--- config.mk ---
export PLATFORM = sky130hd
export DESIGN_NAME = adc_output_latency_overrange
export DESIGN_NICKNAME = d
export VERILOG_FILES = /design/src/pkg/adc_out_pkg.sv /design/src/hdl/adc_output_latency_overrange.sv
export SDC_FILE = /design/constraint.sdc
export NUM_CORES = 2
export LEC_CHECK = 0
export ABC_AREA = 1
export BUFFER_PORTS_ARGS = -buffer_cell sky130_fd_sc_hd__buf_4
export CORE_MARGIN = 5
export CORE_UTILIZATION = 55
export DETAILED_ROUTE_END_ITERATION = 7
export GPL_TIMING_DRIVEN = 1
export PLACE_DENSITY = 0.8
export SKIP_LAST_GASP = 1
export SYNTH_ARGS = -nofsm -noshare
export SYNTH_HDL_FRONTEND = slang
export SYNTH_SLANG_ARGS = --single-unit
--- constraint.sdc ---
create_clock -name clk_sys_i -period 58.7 [get_ports clk_sys_i]
set_clock_uncertainty 0.05 [all_clocks]
set_input_delay 11.74 -clock clk_sys_i [delete_from_list [all_inputs] [get_ports clk_sys_i]]
set_output_delay 11.74 -clock clk_sys_i [all_outputs]
set_load 0.1 [all_outputs]
--- src/pkg/adc_out_pkg.sv ---
// constants and carrier types for the converter output path
package adc_out_pkg;

    // -------------------------------------------------------------
    // widths and pipeline figures
    // -------------------------------------------------------------
    localparam int SMP_W      = 14;   // accurate (unclipped) sample, signed
    localparam int CODE_W     = 12;   // output code width
    localparam int PIPE_DEPTH = 36;   // enough stages for the longest tap
    localparam int LAT_PRI    = 34;   // primary bus latency, sampling cycles
    localparam int LAT_DLY    = 35;   // delayed bus latency, sampling cycles
    localparam int CNT_W      = 6;

    // flush time after calibration, in sampling clock cycles
    localparam logic [CNT_W-1:0] CAL_FLUSH_CYC = 6'h3c;

    // -------------------------------------------------------------
    // code limits for clipping
    // -------------------------------------------------------------
    localparam logic signed [SMP_W-1:0] ACC_MAX  = 14'sh0fff;
    localparam logic signed [SMP_W-1:0] ACC_MIN  = 14'sh0000;
    localparam logic [CODE_W-1:0]       CODE_MAX = 12'hfff;
    localparam logic [CODE_W-1:0]       CODE_MIN = 12'h000;

    // -------------------------------------------------------------
    // register map and full-scale values
    // -------------------------------------------------------------
    localparam int ADDR_W = 4;
    localparam int REG_W  = 16;
    localparam logic [ADDR_W-1:0] ADDR_I_FULL_SCALE = 4'h3;
    localparam logic [ADDR_W-1:0] ADDR_Q_FULL_SCALE = 4'hb;
    localparam logic [REG_W-1:0]  FULL_SCALE_RESET  = 16'h4000;
    localparam logic [REG_W-1:0]  FULL_SCALE_PIN_LO = 16'h2000;
    localparam logic [REG_W-1:0]  FULL_SCALE_PIN_HI = 16'h6000;
    localparam logic [REG_W-1:0]  FULL_SCALE_MASK   = 16'h7fff; // 15-bit precision

    // dual-edge input selection
    typedef enum logic [1:0] {
        SEL_I_ONLY = 2'h0,
        SEL_Q_ONLY = 2'h1,
        SEL_BOTH   = 2'h2
    } in_sel_t;

    // one output word: clipped code plus its over-range mark
    typedef struct packed {
        logic              ovr;
        logic [CODE_W-1:0] code;
    } word_t;

    // control pins, synchronised as one group
    typedef struct packed {
        logic       extended_control_mode;
        logic       des;
        logic       demux;
        logic       fs_high;
        logic [1:0] in_sel;
        logic       cal_run;
    } pins_t;

    // analog results presented as accurate digital values
    typedef struct packed {
        logic signed [SMP_W-1:0] i_acc;
        logic signed [SMP_W-1:0] q_acc;
    } samples_t;

endpackage

--- src/hdl/adc_output_latency_overrange.sv ---
// sampling, latency pipelines, clipping and over-range flags of the converter
//
// Overview of operation
// convert continuously while sampling clock runs
// sample on rise, also fall in dual-edge
// primary buses show rise sample 34 earlier
// delayed buses show rise sample 35 earlier
// dual-edge Q buses show fall samples 34.5/35.5
// non-demux: delayed buses undriven, primaries only
// non-demux dual-edge: I 34, Q 34.5
// Q input in dual-edge only under extended control
// input selection: I-only default, Q-only, both
// full scale: pin for both, registers per channel
// clip to all ones or all zeros
// I flag while either I word out of range
// Q flag likewise for Q words
// outputs blank 60 cycles after calibration ends
// fall samples realigned to rising output timing
`timescale 1ns/1ps

module adc_output_latency_overrange (
    input  wire logic                                clk_sys_i,
    input  wire logic                                rst_i,
    input  wire logic                                sample_clk_i,
    input  wire adc_out_pkg::samples_t               samples_i,
    input  wire logic                                extended_control_mode_i,
    input  wire logic                                dual_edge_i,
    input  wire logic                                demux_i,
    input  wire logic                                full_scale_select_i,
    input  wire logic [1:0]                          input_select_i,
    input  wire logic                                calibration_running_i,
    input  wire logic                                reg_wr_i,
    input  wire logic [adc_out_pkg::ADDR_W-1:0]      reg_addr_i,
    input  wire logic [adc_out_pkg::REG_W-1:0]       reg_wdata_i,
    output logic      [adc_out_pkg::REG_W-1:0]       reg_rdata_o,
    output logic      [adc_out_pkg::REG_W-1:0]       i_full_scale_o,
    output logic      [adc_out_pkg::REG_W-1:0]       q_full_scale_o,
    output logic      [adc_out_pkg::CODE_W-1:0]      i_primary_bus_o,
    output logic      [adc_out_pkg::CODE_W-1:0]      i_delayed_bus_o,
    output logic      [adc_out_pkg::CODE_W-1:0]      q_primary_bus_o,
    output logic      [adc_out_pkg::CODE_W-1:0]      q_delayed_bus_o,
    output logic                                     delayed_bus_oe_n_o,
    output logic                                     i_overrange_flag_o,
    output logic                                     q_overrange_flag_o,
    output logic                                     data_valid_o
);

    // -------------------------------------------------------------
    // clipping
    // -------------------------------------------------------------
    function automatic adc_out_pkg::word_t clip(input logic signed [adc_out_pkg::SMP_W-1:0] acc);
        adc_out_pkg::word_t w;
        w.ovr  = 1'b0;
        w.code = acc[adc_out_pkg::CODE_W-1:0];
        if (acc > adc_out_pkg::ACC_MAX) begin
            w.ovr  = 1'b1;
            w.code = adc_out_pkg::CODE_MAX;
        end else if (acc < adc_out_pkg::ACC_MIN) begin
            w.ovr  = 1'b1;
            w.code = adc_out_pkg::CODE_MIN;
        end
        return w;
    endfunction

    // -------------------------------------------------------------
    // input synchronisers
    // -------------------------------------------------------------
    adc_out_pkg::pins_t    pins_meta_ff, pins_ff;
    adc_out_pkg::samples_t smp_meta_ff, smp_ff;
    logic                  sclk_meta_ff, sclk_ff, sclk_prev_ff;
    adc_out_pkg::pins_t    pins_raw;
    logic                  rise_ev, fall_ev;

    assign pins_raw = '{extended_control_mode: extended_control_mode_i, des: dual_edge_i, demux: demux_i,
                        fs_high: full_scale_select_i, in_sel: input_select_i,
                        cal_run: calibration_running_i};

    // two stages on every pin, edge detect on the second only
    always_ff @(posedge clk_sys_i or posedge rst_i) begin
        if (rst_i) begin
            pins_meta_ff <= '0;
            pins_ff      <= '0;
            smp_meta_ff  <= '0;
            smp_ff       <= '0;
            sclk_meta_ff <= 1'b0;
            sclk_ff      <= 1'b0;
            sclk_prev_ff <= 1'b0;
        end else begin
            pins_meta_ff <= pins_raw;
            pins_ff      <= pins_meta_ff;
            smp_meta_ff  <= samples_i;
            smp_ff       <= smp_meta_ff;
            sclk_meta_ff <= sample_clk_i;
            sclk_ff      <= sclk_meta_ff;
            sclk_prev_ff <= sclk_ff;
        end
    end

    // free-running edge finder, no start command
    assign rise_ev = sclk_ff & ~sclk_prev_ff;
    assign fall_ev = ~sclk_ff & sclk_prev_ff & pins_ff.des;

    // -------------------------------------------------------------
    // input selection and sample words
    // -------------------------------------------------------------
    adc_out_pkg::in_sel_t sel_eff;
    adc_out_pkg::word_t   i_word, q_word, sel_word;

    // Q input only reachable under extended control
    always_comb begin
        sel_eff = adc_out_pkg::SEL_I_ONLY;
        if (pins_ff.extended_control_mode && pins_ff.in_sel == adc_out_pkg::SEL_Q_ONLY) begin
            sel_eff = adc_out_pkg::SEL_Q_ONLY;
        end
    end

    // both-inputs mode drives identically, so the I side serves
    // clip each result to the 12-bit code range
    assign i_word   = clip(smp_ff.i_acc);
    assign q_word   = clip(smp_ff.q_acc);
    assign sel_word = (sel_eff == adc_out_pkg::SEL_Q_ONLY) ? q_word : i_word;

    // -------------------------------------------------------------
    // latency pipelines
    // -------------------------------------------------------------
    adc_out_pkg::word_t rise_i_ff [adc_out_pkg::PIPE_DEPTH];
    adc_out_pkg::word_t rise_q_ff [adc_out_pkg::PIPE_DEPTH];
    adc_out_pkg::word_t fall_ff   [adc_out_pkg::PIPE_DEPTH];
    adc_out_pkg::word_t nxt_rise_i[adc_out_pkg::PIPE_DEPTH];
    adc_out_pkg::word_t nxt_rise_q[adc_out_pkg::PIPE_DEPTH];
    adc_out_pkg::word_t nxt_fall  [adc_out_pkg::PIPE_DEPTH];
    logic               rise_d_ff, nxt_rise_d;

    // shift rise stages on rise, fall stage on fall
    always_comb begin
        nxt_rise_i = rise_i_ff;
        nxt_rise_q = rise_q_ff;
        nxt_fall   = fall_ff;
        nxt_rise_d = rise_ev;
        if (rise_ev) begin
            for (int k = adc_out_pkg::PIPE_DEPTH - 1; k > 0; k--) begin
                nxt_rise_i[k] = rise_i_ff[k-1];
                nxt_rise_q[k] = rise_q_ff[k-1];
            end
            nxt_rise_i[0] = pins_ff.des ? sel_word : i_word;
            nxt_rise_q[0] = q_word;
        end
        if (fall_ev) begin
            for (int k = adc_out_pkg::PIPE_DEPTH - 1; k > 0; k--) begin
                nxt_fall[k] = fall_ff[k-1];
            end
            nxt_fall[0] = sel_word;
        end
    end

    always_ff @(posedge clk_sys_i or posedge rst_i) begin
        if (rst_i) begin
            for (int k = 0; k < adc_out_pkg::PIPE_DEPTH; k++) begin
                rise_i_ff[k] <= '0;
                rise_q_ff[k] <= '0;
                fall_ff[k]   <= '0;
            end
            rise_d_ff <= 1'b0;
        end else begin
            rise_i_ff <= nxt_rise_i;
            rise_q_ff <= nxt_rise_q;
            fall_ff   <= nxt_fall;
            rise_d_ff <= nxt_rise_d;
        end
    end

    // -------------------------------------------------------------
    // calibration blanking
    // -------------------------------------------------------------
    logic [adc_out_pkg::CNT_W-1:0] blank_cnt_ff, nxt_blank_cnt;

    // reload while calibrating, count down on rising edges
    always_comb begin
        nxt_blank_cnt = blank_cnt_ff;
        if (pins_ff.cal_run) begin
            nxt_blank_cnt = adc_out_pkg::CAL_FLUSH_CYC;
        end else if (rise_ev && blank_cnt_ff != '0) begin
            nxt_blank_cnt = blank_cnt_ff - 1'b1;
        end
    end

    always_ff @(posedge clk_sys_i or posedge rst_i) begin
        if (rst_i) begin
            blank_cnt_ff <= adc_out_pkg::CAL_FLUSH_CYC;
        end else begin
            blank_cnt_ff <= nxt_blank_cnt;
        end
    end

    // -------------------------------------------------------------
    // output stage, loaded on rising sampling edges, cleared at once by calibration, delayed buses also by demux off
    // -------------------------------------------------------------
    adc_out_pkg::word_t ip_ff, id_ff, qp_ff, qd_ff, nxt_ip, nxt_id, nxt_qp, nxt_qd;
    logic               oe_n_ff, nxt_oe_n, valid_ff, nxt_valid;
    logic               i_flag_ff, q_flag_ff, nxt_i_flag, nxt_q_flag;

    always_comb begin
        nxt_ip    = ip_ff;
        nxt_id    = id_ff;
        nxt_qp    = qp_ff;
        nxt_qd    = qd_ff;
        nxt_valid = valid_ff;
        // delayed buses released when not demultiplexed
        nxt_oe_n  = ~pins_ff.demux;
        if (pins_ff.cal_run) begin
            nxt_ip    = '0;
            nxt_id    = '0;
            nxt_qp    = '0;
            nxt_qd    = '0;
            nxt_valid = 1'b0;
        end else if (rise_d_ff) begin
            // primary taps 34 rises back
            nxt_ip = rise_i_ff[adc_out_pkg::LAT_PRI];
            nxt_qp = rise_q_ff[adc_out_pkg::LAT_PRI];
            // delayed taps one rise further
            nxt_id = rise_i_ff[adc_out_pkg::LAT_DLY];
            nxt_qd = rise_q_ff[adc_out_pkg::LAT_DLY];
            if (pins_ff.des) begin
                // fall taps read at the rising edge
                nxt_qp = fall_ff[adc_out_pkg::LAT_PRI];
                nxt_qd = fall_ff[adc_out_pkg::LAT_DLY];
            end
            nxt_valid = (blank_cnt_ff == '0);
            if (blank_cnt_ff != '0) begin
                nxt_ip = '0;
                nxt_id = '0;
                nxt_qp = '0;
                nxt_qd = '0;
            end
        end
        // released delayed buses cleared at once, not at next rise
        if (!pins_ff.demux) begin
            nxt_id = '0;
            nxt_qd = '0;
        end
        // I flag from either I word
        nxt_i_flag = nxt_ip.ovr | nxt_id.ovr;
        // Q flag from either Q word
        nxt_q_flag = nxt_qp.ovr | nxt_qd.ovr;
    end

    always_ff @(posedge clk_sys_i or posedge rst_i) begin
        if (rst_i) begin
            ip_ff    <= '0;
            id_ff    <= '0;
            qp_ff    <= '0;
            qd_ff    <= '0;
            oe_n_ff  <= 1'b1;
            valid_ff <= 1'b0;
            i_flag_ff <= 1'b0;
            q_flag_ff <= 1'b0;
        end else begin
            ip_ff    <= nxt_ip;
            id_ff    <= nxt_id;
            qp_ff    <= nxt_qp;
            qd_ff    <= nxt_qd;
            oe_n_ff  <= nxt_oe_n;
            valid_ff <= nxt_valid;
            i_flag_ff <= nxt_i_flag;
            q_flag_ff <= nxt_q_flag;
        end
    end

    assign i_primary_bus_o    = ip_ff.code;
    assign i_delayed_bus_o    = id_ff.code;
    assign q_primary_bus_o    = qp_ff.code;
    assign q_delayed_bus_o    = qd_ff.code;
    assign delayed_bus_oe_n_o = oe_n_ff;
    assign data_valid_o       = valid_ff;
    assign i_overrange_flag_o = i_flag_ff;
    assign q_overrange_flag_o = q_flag_ff;

    // -------------------------------------------------------------
    // full-scale registers and selection
    // -------------------------------------------------------------
    logic [adc_out_pkg::REG_W-1:0] i_fs_ff, q_fs_ff, rdata_ff, ifs_out_ff, qfs_out_ff;
    logic [adc_out_pkg::REG_W-1:0] nxt_i_fs, nxt_q_fs, nxt_rdata, nxt_ifs_out, nxt_qfs_out;

    // per-channel registers under extended control, else one pin
    always_comb begin
        nxt_i_fs  = i_fs_ff;
        nxt_q_fs  = q_fs_ff;
        nxt_rdata = '0;
        if (reg_wr_i && reg_addr_i == adc_out_pkg::ADDR_I_FULL_SCALE) begin
            nxt_i_fs = reg_wdata_i & adc_out_pkg::FULL_SCALE_MASK;
        end
        if (reg_wr_i && reg_addr_i == adc_out_pkg::ADDR_Q_FULL_SCALE) begin
            nxt_q_fs = reg_wdata_i & adc_out_pkg::FULL_SCALE_MASK;
        end
        if (reg_addr_i == adc_out_pkg::ADDR_I_FULL_SCALE) begin
            nxt_rdata = i_fs_ff;
        end else if (reg_addr_i == adc_out_pkg::ADDR_Q_FULL_SCALE) begin
            nxt_rdata = q_fs_ff;
        end
        if (pins_ff.extended_control_mode) begin
            nxt_ifs_out = i_fs_ff;
            nxt_qfs_out = q_fs_ff;
        end else begin
            nxt_ifs_out = pins_ff.fs_high ? adc_out_pkg::FULL_SCALE_PIN_HI
                                          : adc_out_pkg::FULL_SCALE_PIN_LO;
            nxt_qfs_out = nxt_ifs_out;
        end
    end

    always_ff @(posedge clk_sys_i or posedge rst_i) begin
        if (rst_i) begin
            i_fs_ff    <= adc_out_pkg::FULL_SCALE_RESET;
            q_fs_ff    <= adc_out_pkg::FULL_SCALE_RESET;
            rdata_ff   <= '0;
            ifs_out_ff <= adc_out_pkg::FULL_SCALE_PIN_LO;
            qfs_out_ff <= adc_out_pkg::FULL_SCALE_PIN_LO;
        end else begin
            i_fs_ff    <= nxt_i_fs;
            q_fs_ff    <= nxt_q_fs;
            rdata_ff   <= nxt_rdata;
            ifs_out_ff <= nxt_ifs_out;
            qfs_out_ff <= nxt_qfs_out;
        end
    end

    assign reg_rdata_o    = rdata_ff;
    assign i_full_scale_o = ifs_out_ff;
    assign q_full_scale_o = qfs_out_ff;

endmodule

# [Word-level counts from Yosys, hierarchy flattened]
# Cells that the tools add are included.
[totals] register_bits=1618 in_bits=59 out_inout_bits=100 word_cells=312
[classes] n_addsub=1 order_cmp=4 n_eq_ne=5 n_mux=32 bitwise_logic=8 n_reduce_logical=8
[ops] operator="13-bit 2-to-1 mux" count=22
[ops] operator="15-bit 2-to-1 mux" count=5
[ops] operator="14-bit by 13-bit greater-than comparator with 1-bit output (second input constant)" count=2
[ops] operator="14-bit by 1-bit < comparator with 1-bit output (second input constant)" count=2
[ops] operator="6-bit 2-to-1 mux" count=2
[ops] operator="6-bit zero test" count=1
[ops] operator="6-bit nonzero test" count=1
[ops] operator="6-bit by 1-bit subtractor with 6-bit output (second input constant)" count=1
[ops] operator="2-bit by 1-bit == test with 1-bit output (second input constant)" count=2
[ops] operator="4-bit by 2-bit == test with 1-bit output (second input constant)" count=1
[ops] operator="4-bit == test (second input constant)" count=1
[ops] operator="1-bit logical AND" count=4
[ops] operator="2-bit nonzero test" count=2
[ops] operator="1-bit AND" count=3
[ops] operator="1-bit 2-to-1 mux" count=3
[ops] operator="3-bit by 2-bit inequality test with 1-bit output (second input constant)" count=1
[ops] operator="1-bit NOT" count=3
[ops] operator="1-bit OR" count=2

# [Logic depth before layout (Yosys ltp)]
[depth] word_depth=6 mapped_depth=8 ltp_nobuf=8

# [Least setup slack after synthesis]
# No wires, ideal clock.
[synth_timing] path_kind="flip-flop to output port" startpoint="register valid_ff (netlist: data_valid_o)" endpoint="output data_valid_o" arrival_time_ns=0.898 required_time_ns=46.910 slack_ns=46.012 path_stages_with_launch=1 path_buffers=0 cell_sequence="dfrtp_1"
[synth_lines] item="start, declared" line="adc_output_latency_overrange.sv:199" rtl="logic oe_n_ff, nxt_oe_n, valid_ff, nxt_valid;"
[synth_lines] item="start signal, assigned" line="adc_output_latency_overrange.sv:263" rtl="valid_ff <= nxt_valid;"
[synth_lines] item="end, declared" line="adc_output_latency_overrange.sv:45" rtl="output logic data_valid_o"
# No word-level cell between the ends.

==> impl_metrics.tcl <==
set metrics [dict create \
    status "complete, no violations" \
    power_density_nw_per_um2 38.2 \
    cts.sinks 1615 \
    end_kind "asynchronous set/reset pin" \
    insertion_delay_ns 0.76 \
    min_path_type "reg -> reg" \
    post-route-min-period_ns 15.33 \
    yosysWarnings 0 \
    r2r_slack_ns 54.30 \
    slew_headroom 0.134 \
    setup_viol 0 \
    switching_share 0.257 \
    start_kind "input port" \
    setup-tns-final_ns 0 \
    drt_iter0_markers 3913 \
    leakagePower_nw 36.8 \
    vias 40500 \
    totalWireLength_um 112000 \
    cts_buffers 154 \
    syn_inst 6484 \
    crit_fanout 147 \
    drt-vias-per-instance 5.09 \
    grt_max_degree 243 \
    crit_required_ns 59.40 \
    irDropWorstVdd_uv 30.4 \
    clk_pin_slew_worst_paths_ns 0.06 \
    fmax_mhz 65.2 \
    die_x_um 342 \
    fillers 8349 \
    finalCritPeriodShare 0.261 \
    netSwitchingPower_mw 0.655 \
    r2r_end "rise_i_ff[82]" \
    hold_slack_ns 0.286 \
    start_util 0.555 \
    post_cts_resized 0 \
    power_frac_seq 0.521 \
    area_growth_pct 10.5 \
    hold_viol 0 \
    intPower_mw 1.90 \
    cts.path.max_buffers 3 \
    fp.dieArea_um2 117000 \
    antenna_found_initial 0 \
    drt_pass1_iterations 6 \
    synth_seq_area_share 0.668 \
    path_class "in -> async" \
    rsz0062_at_grt "no" \
    ant_nets 0 \
    htreeDepth 4 \
    overflow 0 \
    wl_per_cell_um 14.0 \
    grt_pass1_vias 39800 \
    clkPwrFrac 0.386 \
    max-cap-violations 0 \
    post_cts_buffers 0 \
    syn_area_per_cell_um2 9.33 \
    combinationalPowerShare 0.093 \
    place_congestion 0.798 \
    die_h_um 342 \
    core_um2 109000 \
    grt_pass1_wl_um 193000 \
    hold_path_depth 0 \
    row_count 121 \
    ys_seq_elements 1615 \
    holdPathEnd "smp_ff[25]" \
    ys_types 28 \
    dp_hpwl_um 62200 \
    rr_startpoint "sclk_ff" \
    report.final.slew_viol_count 0 \
    io_buffers 154 \
    drive_gt1_frac 0.0711 \
    tightest_slew_ns 1.29 \
    top_level_ports 159 \
    grt_usage 0.195 \
    cts_tree "done" \
    r2r_cells 8 \
    drc 0 \
    holdBufCountCts 0 \
    root_buffer "clkbuf_16" \
    finalPower_mw 2.55 \
    syn_area_um2 60500 \
    crit_arrival_ns 16.03 \
    hp-start "smp_meta_ff[25]" \
    final_nets 6504 \
]
[synthesized netlist by cell type]
cell	instances	share of area
buf_2	196	0.016
nor3_2	1	0.00017
o21ai_1	9	0.00074
nand3_1	61	0.0050
a21oi_1	234	0.019
dfstp_2	9	0.0039
nand4_1	2	0.00021
conb_1	1	0.000062
buf_4	88	0.011
or2_2	2	0.00021
nand3_2	2	0.00033
a22o_1	13	0.0019
nor2_2	3	0.00031
nor2_1	250	0.016
clkbuf_1	98	0.0061
mux2_2	13	0.0024
nor3_4	1	0.00027
inv_2	3	0.00019
buf_1	6	0.00037
mux2i_1	12	0.0020
dfrtp_1	1606	0.66
o22ai_1	2	0.00021
inv_1	341	0.021
ha_1	2	0.00041
o21ai_0	365	0.030
nor2_4	1	0.00019
buf_6	9	0.0017
nand2_1	3154	0.20
[registers in the layout, summed over array words and instances, names as in the netlist, 6 cells and up]
signal and count:
fall_ff 468, rise_i_ff 468, rise_q_ff 468, smp_ff 28, smp_meta_ff 28, i_fs_ff 15, i_full_scale_o 15, q_fs_ff 15
q_full_scale_o 15, reg_rdata_o 15, i_delayed_bus_o 12, i_primary_bus_o 12, q_delayed_bus_o 12, q_primary_bus_o 12, pins_ff 7, pins_meta_ff 7
blank_cnt_ff 6
[placed cells by master (no fill, tap or decap), drive strengths merged]
cell	count
dfrtp	1606
nand2	3154
nor3	2
a22o	13
nor2	254
buf	198
bufinv	8
diode	1
nand3	63
o22ai	2
clkinv	28
nand4	2
dfstp	9
inv	352
a21oi	234
clkbuf	225
conb	3
o21ai	374
or2	2
mux2	13
clkinvlp	2
mux2i	12
ha	2
[power by group through the flow]
stage	Sequential, mW	Combinational (mW)	Clock [mW]
floorplan	1.36	0.168	0
global placement	1.34	0.225	0
detailed placement	1.35	0.237	0
CTS	1.33	0.241	1.00
global route	1.35	0.275	1.05
finish	1.33	0.237	0.985
[cells by family (layout without fill, tap and decap cells)]
kind of cell,count (synthesis),after routing,synth area share
compound gates,623,623,0.0524
mux,25,25,0.00441
fa+ha+maj,2,2,0.000414
buf+inv,741,813,0.0566
flops,1615,1615,0.668
simple gates,3477,3477,0.218
other cells,1,4,0.0000620
[per-layer routing]
| metal | wire (µm) | GRT usage |
|---|---|---|
| met1 | 49600 | 0.273 |
| met2 | 54600 | 0.318 |
| met3 | 5330 | 0.0377 |
| met4 | 2400 | 0.0545 |
| met5 | 0 | 0 |
[critical path, stage by stage]
cell,delay [ns]
buf_4,0.13
inv_8,0.64
buf_4,0.74
buf_4,0.82
buf_4,0.92
buf_4,0.89
[final cells by class]
class	count	area [µm²]	area share
clock inverter	46	646	0.00966
multi-input combinational	4130	16700	0.249
timing repair buffer	198	1570	0.0236
clock buffer	225	4430	0.0663
sequential	1615	40400	0.605
tap	1414	1770	0.0265
inverter	344	1310	0.0195
antenna	1	2.50	0.0000374
[stage by stage]
stage	cells	util	setup slack [ns]	cell area, µm²
floorplan	6486	-	1.35	60500
global route	7972	0.613	42.51	66800
global placement	7701	0.566	42.38	61700
finish	7973	0.613	43.37	66800
detailed placement	7701	0.566	42.29	61700
CTS	7972	0.613	43.11	66800
[worst max path at each step]
stage / startpoint / cells after the start / end / slack [ns]
global placement: rst_i / 6 / i_fs_ff[0] / 42.38
global route: rst_i / 6 / reg_rdata_o[3] / 42.51
finish: rst_i / 6 / q_fs_ff[9] / 43.37
floorplan: rst_i / 1 / blank_cnt_ff[0] / 1.35
detailed placement: rst_i / 6 / q_full_scale_o[2] / 42.29
CTS: rst_i / 6 / q_fs_ff[12] / 43.11
Power figures use the tool's default switching activity.
